`src/common/sptbg_defs.vh`:
```
// Register offsets, field positions, reset values and timing constants for the serial port
`ifndef SPTBG_DEFS_VH
`define SPTBG_DEFS_VH
`define SPTBG_ADR_DATA        8'h00
`define SPTBG_ADR_SCTRL       8'h04
`define SPTBG_ADR_RATE        8'h08
`define SPTBG_ADR_ACTRL       8'h0C
`define SPTBG_ADR_RELOAD_LO   8'h10
`define SPTBG_ADR_RELOAD_HI   8'h14
`define SPTBG_ADR_COUNT_LO    8'h18
`define SPTBG_ADR_COUNT_HI    8'h1C
`define SPTBG_SCTRL_RST       8'h00
`define SPTBG_ACTRL_RST       8'h00
`define SPTBG_RATE_RST        8'h00
`define SPTBG_SC_RXDONE       0
`define SPTBG_SC_TXDONE       1
`define SPTBG_SC_RX9          2
`define SPTBG_SC_TX9          3
`define SPTBG_SC_RXEN         4
`define SPTBG_SC_FILT         5
`define SPTBG_SC_MLOW         6
`define SPTBG_SC_MHIGH        7
`define SPTBG_AC_CSRC         1
`define SPTBG_AC_RUN          2
`define SPTBG_AC_EXTEN        3
`define SPTBG_AC_TXSRC        4
`define SPTBG_AC_RXSRC        5
`define SPTBG_AC_EXTFLAG      6
`define SPTBG_AC_OVF          7
`define SPTBG_RT_DOUBLE       0
`define SPTBG_RT_SIXCLK       1
`define SPTBG_OVS             16
`define SPTBG_LEN_SHIFT       4'h8
`define SPTBG_LEN_8BIT        4'hA
`define SPTBG_LEN_9BIT        4'hB
`endif

```
`src/logic/sptbg_serial_port.v`:
```
// Full-duplex serial port with auxiliary baud generator timer and Wishbone registers
`timescale 1ns/1ps
`include "sptbg_defs.vh"
module sptbg_serial_port #(
   parameter PRI_DIV = 16'd26
) (
   input  wire        clk_i,
   input  wire        rst_i,
   input  wire        wb_cyc_i,
   input  wire        wb_stb_i,
   input  wire        wb_we_i,
   input  wire [7:0]  wb_adr_i,
   input  wire [3:0]  wb_sel_i,
   input  wire [31:0] wb_dat_i,
   output reg  [31:0] wb_dat_o,
   output reg         wb_ack_o,
   input  wire        serial_rx_line_i,
   output reg         serial_rx_line_o,
   output reg         serial_rx_line_oe_n_o,
   output reg         serial_tx_line_o,
   input  wire        ext_trigger_pin_i,
   input  wire        ext_count_pin_i
);
   // Mode 0 rx line drive: oe low while driving
   reg [7:0]  sctrl_ff;
   reg [7:0]  actrl_ff;
   reg [1:0]  rate_ff;
   reg [7:0]  reload_lo_ff;
   reg [7:0]  reload_hi_ff;
   reg [15:0] count_ff;
   reg [7:0]  rx_buf_ff;
   reg [2:0]  rxs_ff;
   reg [2:0]  trg_ff;
   reg [2:0]  cnt_ff;
   reg        half_ff;
   reg [15:0] pri_cnt_ff;
   reg        pri_half_ff;
   reg [4:0]  m2_cnt_ff;
   reg        trg_lvl_ff;
   reg        cnt_lvl_ff;
   reg        rxs_lvl_ff;
   // Transmitter
   reg        tx_busy_ff;
   reg [10:0] tx_sh_ff;
   reg [3:0]  tx_bits_ff;
   reg [3:0]  tx_ph_ff;
   // Receiver
   reg        rx_busy_ff;
   reg [3:0]  rx_ph_ff;
   reg [3:0]  rx_bits_ff;
   reg [9:0]  rx_sh_ff;
   reg        m0_clk_ff;

   wire [1:0] mode    = {sctrl_ff[`SPTBG_SC_MHIGH], sctrl_ff[`SPTBG_SC_MLOW]};
   wire       six_clk = rate_ff[`SPTBG_RT_SIXCLK];
   wire       dbl     = rate_ff[`SPTBG_RT_DOUBLE];
   wire       bg_mode = actrl_ff[`SPTBG_AC_TXSRC] | actrl_ff[`SPTBG_AC_RXSRC];
   wire       wb_go   = wb_cyc_i & wb_stb_i & ~wb_ack_o;
   wire       wr      = wb_go & wb_we_i & wb_sel_i[0];
   wire [7:0] wd      = wb_dat_i[7:0];

   // Frame modes as carried in the two mode bits
   localparam [1:0] MODE_SHIFT = 2'h0;
   localparam [1:0] MODE_8BIT  = 2'h1;
   localparam [1:0] MODE_9FIX  = 2'h2;

   // Frame length in bit times; shared by both directions
   function [3:0] frame_len_f;
      input [1:0] md;
      begin
         case (md)
            MODE_SHIFT: frame_len_f = `SPTBG_LEN_SHIFT;
            MODE_8BIT:  frame_len_f = `SPTBG_LEN_8BIT;
            default:    frame_len_f = `SPTBG_LEN_9BIT;
         endcase
      end
   endfunction

   // Mode 2 sample spacing less one: 4 clocks at osc/64, 2 at osc/32, 1 at osc/16
   function [4:0] m2_reload_f;
      input six;
      input dbl_in;
      begin
         case ({six, dbl_in})
            2'b00:   m2_reload_f = 5'h03;
            2'b11:   m2_reload_f = 5'h00;
            default: m2_reload_f = 5'h01;
         endcase
      end
   endfunction

   // Write strobe for one register offset
   // Ack is still low here, so a write lands once per request
   function wr_hit_f;
      input [7:0] adr;
      begin
         wr_hit_f = wr & (wb_adr_i == adr);
      end
   endfunction

   // Read mux; unmapped offsets read zero
   function [31:0] rd_mux_f;
      input [7:0] adr;
      begin
         rd_mux_f = 32'h0000_0000;
         case (adr)
            `SPTBG_ADR_DATA:      rd_mux_f[7:0] = rx_buf_ff;
            `SPTBG_ADR_SCTRL:     rd_mux_f[7:0] = sctrl_ff;
            `SPTBG_ADR_RATE:      rd_mux_f[1:0] = rate_ff;
            `SPTBG_ADR_ACTRL:     rd_mux_f[7:0] = actrl_ff;
            `SPTBG_ADR_RELOAD_LO: rd_mux_f[7:0] = reload_lo_ff;
            `SPTBG_ADR_RELOAD_HI: rd_mux_f[7:0] = reload_hi_ff;
            `SPTBG_ADR_COUNT_LO:  rd_mux_f[7:0] = count_ff[7:0];
            `SPTBG_ADR_COUNT_HI:  rd_mux_f[7:0] = count_ff[15:8];
            default:              rd_mux_f = 32'h0000_0000;
         endcase
      end
   endfunction

   // Pin filters: change counts once stages two and three agree
   always @(posedge clk_i) begin
      if (rst_i) begin
         rxs_ff     <= 3'b111;
         trg_ff     <= 3'b111;
         cnt_ff     <= 3'b111;
         rxs_lvl_ff <= 1'b1;
         trg_lvl_ff <= 1'b1;
         cnt_lvl_ff <= 1'b1;
      end else begin
         rxs_ff <= {rxs_ff[1:0], serial_rx_line_i};
         trg_ff <= {trg_ff[1:0], ext_trigger_pin_i};
         cnt_ff <= {cnt_ff[1:0], ext_count_pin_i};
         if (rxs_ff[1] == rxs_ff[2]) begin
            rxs_lvl_ff <= rxs_ff[2];
         end
         if (trg_ff[1] == trg_ff[2]) begin
            trg_lvl_ff <= trg_ff[2];
         end
         if (cnt_ff[1] == cnt_ff[2]) begin
            cnt_lvl_ff <= cnt_ff[2];
         end
      end
   end
   wire trg_fall = trg_lvl_ff & ~trg_ff[2] & (trg_ff[1] == trg_ff[2]);
   wire cnt_fall = cnt_lvl_ff & ~cnt_ff[2] & (cnt_ff[1] == cnt_ff[2]);
   wire rx_fall  = rxs_lvl_ff & ~rxs_ff[2] & (rxs_ff[1] == rxs_ff[2]);

   // Internal tick: every clk in 6-clock, every other clk in 12-clock
   wire int_tick = six_clk | half_ff;
   wire aux_inc  = actrl_ff[`SPTBG_AC_RUN] &
                   (actrl_ff[`SPTBG_AC_CSRC] ? cnt_fall : int_tick);
   wire aux_ovf  = aux_inc & (count_ff == 16'hFFFF);
   // Primary timer stand-in: fixed divider; n is 32 in 12-clock without double, 16 with double or in 6-clock
   // Six-clock with double would need two ticks per overflow; not supported
   wire pri_ovf  = (pri_cnt_ff == 16'h0000);
   wire pri_tick = pri_ovf & (dbl | six_clk | pri_half_ff);
   wire tx_tick  = actrl_ff[`SPTBG_AC_TXSRC] ? aux_ovf : pri_tick;
   wire rx_tick  = actrl_ff[`SPTBG_AC_RXSRC] ? aux_ovf : pri_tick;
   // Mode 2 sample tick: 16 per bit; osc/64 uses every 4th clk (12-clock)
   wire [4:0] m2_div = m2_reload_f(six_clk, dbl);
   wire m2_tick  = (m2_cnt_ff == 5'h00) | (m2_div == 5'h00);
   wire tx_samp  = (mode == MODE_9FIX) ? m2_tick : tx_tick;
   wire rx_samp  = (mode == MODE_9FIX) ? m2_tick : rx_tick;
   // Mode 0: one bit per 12 (or 6) clocks, phase counter shared
   wire [3:0] m0_len = six_clk ? 4'd5 : 4'd11;
   reg  [3:0] m0_ph_ff;
   wire m0_bit  = (m0_ph_ff == m0_len);
   wire m0_mid  = (m0_ph_ff == {1'b0, m0_len[3:1]});

   always @(posedge clk_i) begin
      if (rst_i) begin
         half_ff     <= 1'b0;
         pri_cnt_ff  <= 16'h0000;
         pri_half_ff <= 1'b0;
         m2_cnt_ff   <= 5'h00;
         m0_ph_ff    <= 4'h0;
      end else begin
         half_ff <= ~half_ff;
         pri_cnt_ff <= pri_ovf ? PRI_DIV : pri_cnt_ff - 16'h0001;
         if (pri_ovf) begin
            pri_half_ff <= ~pri_half_ff;
         end
         m2_cnt_ff <= m2_tick ? m2_div : m2_cnt_ff - 5'h01;
         m0_ph_ff  <= m0_bit ? 4'h0 : m0_ph_ff + 4'h1;
      end
   end

   // Auxiliary timer in baud-generator use
   always @(posedge clk_i) begin
      if (rst_i) begin
         count_ff <= 16'h0000;
      end else if (wr_hit_f(`SPTBG_ADR_COUNT_LO)) begin
         count_ff[7:0] <= wd;
      end else if (wr_hit_f(`SPTBG_ADR_COUNT_HI)) begin
         count_ff[15:8] <= wd;
      end else if (aux_ovf && bg_mode) begin
         count_ff <= {reload_hi_ff, reload_lo_ff};
      end else if (aux_inc) begin
         count_ff <= count_ff + 16'h0001;
      end
   end

   // Transmitter: frames per mode, 16 sample ticks per bit in modes 1-3
   wire tx_start = wr_hit_f(`SPTBG_ADR_DATA);
   wire tx_step  = (mode == 2'd0) ? m0_bit : (tx_samp && tx_ph_ff == 4'hF);
   wire [3:0] tx_len = frame_len_f(mode);
   wire tx_end   = tx_busy_ff & tx_step & (tx_bits_ff == tx_len - 4'd1);
   always @(posedge clk_i) begin
      if (rst_i) begin
         tx_busy_ff <= 1'b0;
         tx_sh_ff   <= 11'h7FF;
         tx_bits_ff <= 4'h0;
         tx_ph_ff   <= 4'h0;
      end else if (tx_start) begin
         tx_busy_ff <= 1'b1;
         tx_bits_ff <= 4'h0;
         tx_ph_ff   <= 4'h0;
         if (mode == 2'd0)
            tx_sh_ff <= {3'b111, wd};
         else if (mode == 2'd1)
            tx_sh_ff <= {2'b11, wd, 1'b0};
         else
            tx_sh_ff <= {1'b1, sctrl_ff[`SPTBG_SC_TX9], wd, 1'b0};
      end else if (tx_busy_ff) begin
         if (mode != 2'd0 && tx_samp) tx_ph_ff <= tx_ph_ff + 4'h1;
         if (tx_step) begin
            tx_sh_ff   <= {1'b1, tx_sh_ff[10:1]};
            tx_bits_ff <= tx_bits_ff + 4'h1;
            if (tx_end) tx_busy_ff <= 1'b0;
         end
      end
   end

   // Receiver: start-bit detect, mid-bit sampling; mode 0 self-clocked
   wire rx_m0_go = (mode == 2'd0) & ~sctrl_ff[`SPTBG_SC_RXDONE] &
                   sctrl_ff[`SPTBG_SC_RXEN] & ~rx_busy_ff & m0_bit;
   wire rx_go    = (mode != 2'd0) & sctrl_ff[`SPTBG_SC_RXEN] & ~rx_busy_ff & rx_fall;
   wire rx_mid   = (mode == 2'd0) ? m0_mid : (rx_samp && rx_ph_ff == 4'h7);
   wire [3:0] rx_len = frame_len_f(mode);
   wire rx_last  = rx_busy_ff & rx_mid & (rx_bits_ff == rx_len - 4'd1);
   wire rx_bad   = rx_busy_ff & rx_mid & (rx_bits_ff == 4'h0) & (mode != 2'd0) & rxs_lvl_ff;
   // Completed frame: data byte and ninth bit as received
   wire [7:0] rx_byte = (mode == 2'd0) ? {rxs_lvl_ff, rx_sh_ff[9:3]} :
                        (mode == 2'd1) ? rx_sh_ff[9:2] : rx_sh_ff[8:1];
   wire rx_nine = (mode == 2'd1) ? rxs_lvl_ff : rx_sh_ff[9];
   // Filter decides whether the frame is accepted
   wire filt    = sctrl_ff[`SPTBG_SC_FILT];
   wire rx_ok   = (mode == 2'd0) ? 1'b1 :
                  (mode == 2'd1) ? (~filt | rxs_lvl_ff) :
                  (~filt | rx_sh_ff[9]);
   // Overrun: unread byte is kept, new byte is lost
   wire rx_load = rx_last & rx_ok & ~sctrl_ff[`SPTBG_SC_RXDONE];
   always @(posedge clk_i) begin
      if (rst_i) begin
         rx_busy_ff <= 1'b0;
         rx_ph_ff   <= 4'h0;
         rx_bits_ff <= 4'h0;
         rx_sh_ff   <= 10'h000;
         rx_buf_ff  <= 8'h00;
      end else if (rx_go || rx_m0_go) begin
         rx_busy_ff <= 1'b1;
         rx_ph_ff   <= 4'h0;
         rx_bits_ff <= 4'h0;
      end else if (rx_busy_ff) begin
         if (mode != 2'd0 && rx_samp) rx_ph_ff <= rx_ph_ff + 4'h1;
         if (rx_mid) begin
            rx_sh_ff   <= {rxs_lvl_ff, rx_sh_ff[9:1]};
            rx_bits_ff <= rx_bits_ff + 4'h1;
         end
         if (rx_last || rx_bad) rx_busy_ff <= 1'b0;
         if (rx_load) rx_buf_ff <= rx_byte;
      end
   end

   // Pins: mode 0 drives data on rx line and shift clock on tx line
   always @(posedge clk_i) begin
      if (rst_i) begin
         serial_tx_line_o      <= 1'b1;
         serial_rx_line_o      <= 1'b1;
         serial_rx_line_oe_n_o <= 1'b1;
         m0_clk_ff             <= 1'b1;
      end else if (mode == 2'd0) begin
         m0_clk_ff             <= ~((tx_busy_ff | rx_busy_ff) & (m0_ph_ff < {1'b0, m0_len[3:1]}));
         serial_tx_line_o      <= m0_clk_ff;
         serial_rx_line_o      <= tx_sh_ff[0];
         serial_rx_line_oe_n_o <= ~tx_busy_ff;
      end else begin
         serial_tx_line_o      <= tx_busy_ff ? tx_sh_ff[0] : 1'b1;
         serial_rx_line_o      <= 1'b1;
         serial_rx_line_oe_n_o <= 1'b1;
      end
   end

   // Register file; hardware sets win over software clears
   always @(posedge clk_i) begin
      if (rst_i) begin
         sctrl_ff     <= `SPTBG_SCTRL_RST;
         actrl_ff     <= `SPTBG_ACTRL_RST;
         rate_ff      <= 2'b00;
         reload_lo_ff <= 8'h00;
         reload_hi_ff <= 8'h00;
      end else begin
         if (wr_hit_f(`SPTBG_ADR_SCTRL)) begin
            sctrl_ff <= wd;
         end
         if (wr_hit_f(`SPTBG_ADR_ACTRL)) begin
            actrl_ff <= wd;
         end
         if (wr_hit_f(`SPTBG_ADR_RATE)) begin
            rate_ff <= wd[1:0];
         end
         // Reload writes while running can collide with a reload
         if (wr_hit_f(`SPTBG_ADR_RELOAD_LO)) begin
            reload_lo_ff <= wd;
         end
         if (wr_hit_f(`SPTBG_ADR_RELOAD_HI)) begin
            reload_hi_ff <= wd;
         end
         if (tx_end) sctrl_ff[`SPTBG_SC_TXDONE] <= 1'b1;
         if (rx_load) begin
            sctrl_ff[`SPTBG_SC_RXDONE] <= 1'b1;
            if (mode != 2'd0) sctrl_ff[`SPTBG_SC_RX9] <= rx_nine;
         end
         // Overflow flag only outside baud-generator use
         if (aux_ovf && !bg_mode) actrl_ff[`SPTBG_AC_OVF] <= 1'b1;
         if (trg_fall && actrl_ff[`SPTBG_AC_EXTEN])
            actrl_ff[`SPTBG_AC_EXTFLAG] <= 1'b1;
      end
   end

   // Wishbone slave: ack one cycle after request, unmapped reads zero
   always @(posedge clk_i) begin
      if (rst_i) begin
         wb_ack_o <= 1'b0;
         wb_dat_o <= 32'h0000_0000;
      end else begin
         wb_ack_o <= wb_go;
         wb_dat_o <= 32'h0000_0000;
         if (wb_go && !wb_we_i) begin
            wb_dat_o <= rd_mux_f(wb_adr_i);
         end
      end
   end
endmodule

```
`config.mk`:
```
export PLATFORM = sky130hd
export DESIGN_NAME = sptbg_serial_port
export DESIGN_NICKNAME = d
export VERILOG_FILES = /design/src/logic/sptbg_serial_port.v
export VERILOG_INCLUDE_DIRS = /design/src /design/src/common
export SDC_FILE = /design/constraint.sdc
export NUM_CORES = 1
export LEC_CHECK = 0
export BUFFER_PORTS_ARGS = -buffer_cell sky130_fd_sc_hd__buf_4
export CORE_MARGIN = 10
export CORE_UTILIZATION = 53
export DETAILED_ROUTE_END_ITERATION = 8
export PLACE_DENSITY_LB_ADDON = 0.25
export SLEW_MARGIN = 20
export SYNTH_ARGS = -nofsm -noshare
export SYNTH_HDL_FRONTEND = slang
export SYNTH_SLANG_ARGS = --single-unit
```
`constraint.sdc`:
```
create_clock -name clk_i -period 2.2 [get_ports clk_i]
set_input_delay 0.11 -clock clk_i [delete_from_list [all_inputs] [get_ports clk_i]]
set_output_delay 0.11 -clock clk_i [all_outputs]
set_load 0.1 [all_outputs]
```
; ---- After elaboration in Yosys (flattened, before gate mapping)
; Index checks and enable logic that the tools add are counted.
[word_totals]
ff_bits = 173
inputBits = 52
out_inout_bits = 36
[op_classes]
add_sub_neg = 9
order_cmp = 1
n_eq_ne = 21
mux = 46
n_bitwise = 61
n_reduce_logical = 43
[op_table]
columns = op, count
row1 = $mux W8, 6
row2 = $pmux W6 S7, 1
row3 = $and A1 B1 Y1, 38
row4 = $mux W11, 3
row5 = $eq A8 B5 Y1 const B, 4
row6 = $mux W16, 2
row7 = $mux W1, 25
row8 = $add A4 B1 Y4 const B, 5
row9 = $mux W10, 2
row10 = $add A16 B1 Y16 const B, 1
row11 = $eq A16 B16 Y1 const B, 1
row12 = $eq A8 B4 Y1 const B, 2
row13 = $logic_not A16 Y1, 1
row14 = $pmux W2 S8, 1
row15 = $sub A16 B1 Y16 const B, 1
row16 = $not A1 Y1, 15
row17 = $reduce_and A2 Y1, 7
row18 = $reduce_bool A2 Y1, 7
row19 = $eq A4 B4 Y1, 3
row20 = $reduce_or A2 Y1, 6
row21 = $logic_not A5 Y1, 2
row22 = $mux W5, 2
row23 = $eq A8 B3 Y1 const B, 1
row24 = $logic_and A1 B1 Y1, 8
row25 = 21 further kinds, 37

; ---- Depth between registers and ports, before layout
[logic_depth]
word_depth = 18
ltp_mapped = 11

; ---- Least setup slack after synthesis
; No wires, ideal clock.
[synth_timing]
path_type = register to register
startpoint = reg wb_ack_o
endpoint = reg count_ff[8]
setup_ns = 0.132
arrival_time_ns = 2.488
setup_slack_ns = -0.420
stages_incl_launch_ff = 10
path_buffers = 2
period_less_slack_ns = 2.620
cell_sequence = dfxtp_1 and3b_1 and3_1 clkbuf_1 and2_1 a21boi_1 clkbuf_1 nand4_1 o211ai_1 a21oi_1
[synth_between]
elab_chain_cells = 7
[synth_lines]
columns = element, line
row1 = start: declaration, sptbg_serial_port.v:16  ; output reg wb_ack_o,
row2 = start signal: assignment, sptbg_serial_port.v:337  ; wb_ack_o <= wb_go;
row3 = $not A1 Y1 (*), sptbg_serial_port.v:58  ; wire wb_go = wb_cyc_i & wb_stb_i & ~wb_ack_o;
row4 = $and A1 B1 Y1 (*), sptbg_serial_port.v:58
row5 = $and A1 B1 Y1 (*) (2 in a row), sptbg_serial_port.v:59  ; wire wr = wb_go & wb_we_i & wb_sel_i[0];
row6 = $and A1 B1 Y1, sptbg_serial_port.v:97  ; wr_hit_f = wr & (wb_adr_i == adr);
row7 = $reduce_bool A3 Y1 (no source line) or $not A1 Y1 (tied branches), n/a
row8 = $reduce_and A2 Y1 (no source line), n/a
row9 = end signal: assignment, sptbg_serial_port.v:195  ; count_ff[15:8] <= wd;
row10 = end signal: assignment, sptbg_serial_port.v:197  ; count_ff <= {reload_hi_ff, reload_lo_ff};
row11 = end signal: assignment, sptbg_serial_port.v:199  ; count_ff <= count_ff + 16'h0001;
row12 = end: declaration, sptbg_serial_port.v:30  ; reg [15:0] count_ff;
; Every way passes the cells marked *; elsewhere a longest branch is shown, timed or not.
; A chain may end at the register's enable or synchronous reset.

; ---- Final worst setup path
[layout_timing]
startpoint = reg pri_cnt_ff[11]
endpoint = reg tx_sh_ff[3]
[layout_between]
elab_chain_cells = 8
[layout_lines]
columns = element, line
row1 = start: declaration, sptbg_serial_port.v:36  ; reg [15:0] pri_cnt_ff;
row2 = start signal: assignment, sptbg_serial_port.v:179  ; pri_cnt_ff <= pri_ovf ? PRI_DIV : pri_cnt_ff - 16'h0001;
row3 = $logic_not A16 Y1, sptbg_serial_port.v:155  ; wire pri_ovf = (pri_cnt_ff == 16'h0000);
row4 = $and A1 B1 Y1, sptbg_serial_port.v:156  ; wire pri_tick = pri_ovf & (dbl | six_clk | pri_half_ff);
row5 = $mux W1, sptbg_serial_port.v:157  ; wire tx_tick = actrl_ff[`SPTBG_AC_TXSRC] ? aux_ovf : pri_tick;
row6 = $mux W1, sptbg_serial_port.v:162  ; wire tx_samp = (mode == MODE_9FIX) ? m2_tick : tx_tick;
row7 = $logic_and A1 B1 Y1, sptbg_serial_port.v:205  ; wire tx_step = (mode == 2'd0) ? m0_bit : (tx_samp && tx_ph_ff == 4'hF);
row8 = $mux W1, sptbg_serial_port.v:205
row9 = $reduce_bool A2 Y1 (no source line), n/a
row10 = $reduce_and A2 Y1 (no source line), n/a
row11 = end signal: assignment, sptbg_serial_port.v:219  ; tx_sh_ff <= {3'b111, wd};
row12 = end signal: assignment, sptbg_serial_port.v:221  ; tx_sh_ff <= {2'b11, wd, 1'b0};
row13 = end signal: assignment, sptbg_serial_port.v:223  ; tx_sh_ff <= {1'b1, sctrl_ff[`SPTBG_SC_TX9], wd, 1'b0};
row14 = end: declaration, sptbg_serial_port.v:44  ; reg [10:0] tx_sh_ff;
; Every way passes these cells.

==> summary.md <==
| Metric | Value |
|---|---|
| Crit Path Class | `flop to flop` |
| CP max FO | `8` |
| Tcrit/Tclk final | `101%` |
| FF-to-FF path depth | `9` |
| Tot GR Track Use | `21.6%` |
| Hold wc startpoint | `wb_dat_i[1]` |
| Comb power frac | `20.5%` |
| Total global routing overflow | `0` |
| Die W | `138 µm` |
| Layout Skew | `0.0104 ns` |
| I/O Buffers | `36` |
| Post-synthesis mux area share | `8.74%` |
| Layout cell share with drive strength beyond 1 | `24.9%` |
| Mapped Cells | `866` |
| CP max-delay cell | `or3_4` |
| Post-Synth Simple-Gate Area | `22.9%` |
| Final count of negative-setup-slack endpoints | `3` |
| DRT iter0 DRCs | `637` |
| Post-synth EDFFs | `0` |
| Setup crit end kind | `flop` |
| Violations in the final reports | `setup timing` |
| CP peak stage delay | `0.40 ns` |
| Hold Vio Cnt, Final | `0` |
| WHS Endpoint | `actrl_ff[1]` |
| Clk slew on worst S/H paths | `0.06 ns` |
| Crit-path cells | `nor4_2, buf_4, nand4_1, or3_4, a211oi_4, a31oi_4, buf_12, mux2i_1, a22oi_1` |
| Adder-Cell Fraction of Synth Area | `2.38%` |
| Tightest Pin Transition | `0.584 ns` |
| Total routed wirelength | `20400 µm` |
| Vias in the first global route | `6589` |
| Yosys warning count | `0` |
| Max Clk Rate | `449 MHz` |
| CTS buffer count | `17` |
| Crit path max-delay family | `simple AND/OR/NAND/NOR gates` |
| Core ar. | `13800 µm²` |
| Pint | `5180 µW` |
| DRT antenna net count | `0` |
| Slew margin rel. | `60.9%` |
| Post-Syn Area | `7370 µm²` |
| CP required | `2.48 ns` |
| Global-route wire length before repair | `32400 µm` |
| GPL Wtd Cong | `0.946` |
| Peak VDD IR | `0.000635 V` |
| Setup TNS | `-0.0569 ns` |
| Post-layout util | `67.7%` |
| Async set or reset register ratio after synthesis | `0%` |
| Syn_area_per_cell | `8.51 µm²` |
| CP Launch Type | `flop` |
| Synth Area in XOR/XNOR | `4.28%` |
| Pre-CTS setup slack | `-0.174 ns` |
| Die Y | `138 µm` |
| Path type of the worst min-delay path | `primary input to flop` |
| Switching share of power | `29.3%` |
| Fin worst setup slack | `-0.0273 ns` |
| Sequential area share after synthesis | `39.9%` |
| Starting Density | `53.5%` |
| P_sw | `2150 µW` |
| Sink Count | `147` |
| Fin area | `9330 µm²` |
| Worst-Skew Late Latency | `0.43 ns` |
| Clock network power share | `39.0%` |
| # diodes | `0` |
| CTS root buf | `clkbuf_16` |
| Post-DP HPWL | `14400 µm` |
| Data arrival, critical path | `2.51 ns` |
| FF+latch count, synth | `147` |
| Row count | `43` |
| Die footprint | `19000 µm²` |
| Vias per inst | `5.69` |
| Leak | `0.00376 µW` |
| Placed instance area | `8410 µm²` |
| # H-tree levels | `4` |
| NumNets Final | `1053` |
| R2R Path End | `tx_sh_ff[3]` |
| R2R Path Start | `pri_cnt_ff[11]` |
| Post-route minimum period | `2.23 ns` |
| Largest family of logic cells by synthesized area | `simple AND/OR/NAND/NOR gates` |
| Layout area overhead | `26.5%` |
| Area fraction in compound gates after synthesis | `15.5%` |
| Io pins | `88` |
| R2R Setup Slk | `-0.03 ns` |
| Initial antenna violation count | `0` |
| Avg WL per Cell | `17.2 µm` |
| CP Buf/Inv Count | `2` |
| RSZ-0062 raised after global routing | `yes` |
| # DRC | `0` |
| CTS tree | `done` |
| Post-synth top flop | `dfxtp_1` |
| PwrDens | `786 nW/µm²` |
| Maxcap violations | `0` |
| Slew Limit Fails | `0` |
| Cell variety after synth | `67` |
| Part of the power in registers | `40.5%` |
| Clock buffer depth | `2` |
| Vias | `6716` |
| First drt pass iteration count | `5` |
| Worst Hold Depth | `3` |
| Largest net degree at the start of global routing | `48` |
| Outcome | `finished with violations` |
-- worst reg2reg max path: stages (launching register included) --
cell	delay, ns
dfxtp_2	0.32
nor4_2	0.25
buf_4	0.15
nand4_1	0.15
or3_4	0.40
a211oi_4	0.24
a31oi_4	0.09
buf_12	0.19
mux2i_1	0.17
a22oi_1	0.12
-- power by group through the flow --
stage	sequential, µW	clock [µW]	combinational [µW]
6_report	2970	2860	1500
5_1_grt	2980	2980	1660
4_1_cts	2950	2890	1460
3_5_place_dp	3000	0	1410
3_3_place_gp	3000	0	1380
2_1_floorplan	3010	0	948
-- sequential cells by signal (all words and copies together), names as in the netlist, 5 cells and up --
register      flops
wb_dat_o          8
reload_hi_ff      8
sctrl_ff          8
count_ff         16
actrl_ff          8
reload_lo_ff      8
pri_cnt_ff       16
tx_sh_ff         10
rx_buf_ff         8
rx_sh_ff          9
m2_cnt_ff         5
-- synth_stat cells (7+ instances only) --
cell      count  area [µm²]
a211oi_1      9        67.6
a21oi_1      55         275
a221oi_1      8        70.1
a22oi_1      17         128
a31oi_1      18         113
and3_1       10        62.6
buf_2        10        50.1
buf_4        26         195
clkbuf_1     32         120
dfxtp_1     147        2940
ha_1         14         175
inv_1        15        56.3
mux2i_1      61         611
nand2_1      98         368
nand3_1      33         165
nand4_1      12        75.1
nor2_1       95         357
nor3_1       16        80.1
o211ai_1      7        52.6
o21ai_0      21         105
o21ai_1       8        40.0
or2_2        12        75.1
or3_1        10        62.6
xnor2_1      20         175
xor2_1       16         140
-- cells by family after synthesis --
logic type / count (synthesis)
and+or+nand+nor: 339
AOI/OAI and AO/OA: 174
DFF: 147
buffers and inverters: 91
muxes: 64
xor gates and xnor gates: 36
adders and majority gates: 14
other: 1
-- layout by cell type (no fill, tap or decap), drive strengths merged, types with 5 or more instances in the layout --
master	netlist	routed
xnor2	20	20
a21oi	55	55
a221oi	8	8
nor3	20	20
nor4	7	7
conb	1	24
or3	10	10
nor2b	5	5
nand2	98	98
a211oi	14	14
nor2	95	95
dlygate4sd3	0	9
clkinv	0	6
nand3	33	33
buf	43	146
nand4	12	12
nand2b	6	6
inv	15	18
a31oi	19	19
o21ai	29	29
o211ai	7	7
mux2i	61	61
a22oi	17	17
ha	14	14
nor3b	6	6
dfxtp	147	147
xor2	16	16
and3	10	10
or2	14	14
clkbuf	33	18
-- through the flow --
| stage | hold WS, ns | power, µW | instances |
|---|---|---|---|
| floorplan | 0.183 | 3950 | 889 |
| global placement | 0.299 | 4380 | 1132 |
| detailed placement | 0.300 | 4410 | 1132 |
| CTS | 0.0131 | 7310 | 1178 |
| global route | 0.0323 | 7620 | 1180 |
| finish | 0.0348 | 7330 | 1180 |
-- repair_timing --
action                                  CTS  global route
hold buffers                              9             0
pin swaps                                18            15
gates resized for setup                  30            22
buffers inserted                          6             3
endpoints found under the setup margin   43            46
hold endpoints to repair                 12             0
-- area by class of cell --
type / count / area, µm²
fill: 1129 / 4450
multi-input combinational: 651 / 4260
sequential: 147 / 2960
timing repair buffer: 155 / 1250
clock buffer: 18 / 429
tap: 180 / 225
clock inverter: 14 / 154
inverter: 15 / 56.3
-- layer usage --
metal  routed length (µm)  track usage, %  vias up
li1                     -               -     3270
met1                 8900            27.7     3186
met2                 9690            34.9      221
met3                 1320            4.20       39
met4                  454            8.92        0
met5                    0               0        -
-- worst max path at each step --
stage,to,depth (start not counted),startpoint,slack (ns)
after detailed placement,tx_sh_ff[3],10,pri_cnt_ff[1],-0.17
after CTS,count_ff[13],8,cnt_ff[1],-0.05
final,tx_sh_ff[3],9,pri_cnt_ff[11],-0.03
after floorplan,rx_buf_ff[0],11,m2_cnt_ff[0],-0.02
after global placement,tx_sh_ff[6],10,pri_cnt_ff[0],-0.1
after global routing,rx_bits_ff[3],10,pri_cnt_ff[3],-0.12
Note: power is estimated with default switching activity, not from simulation.
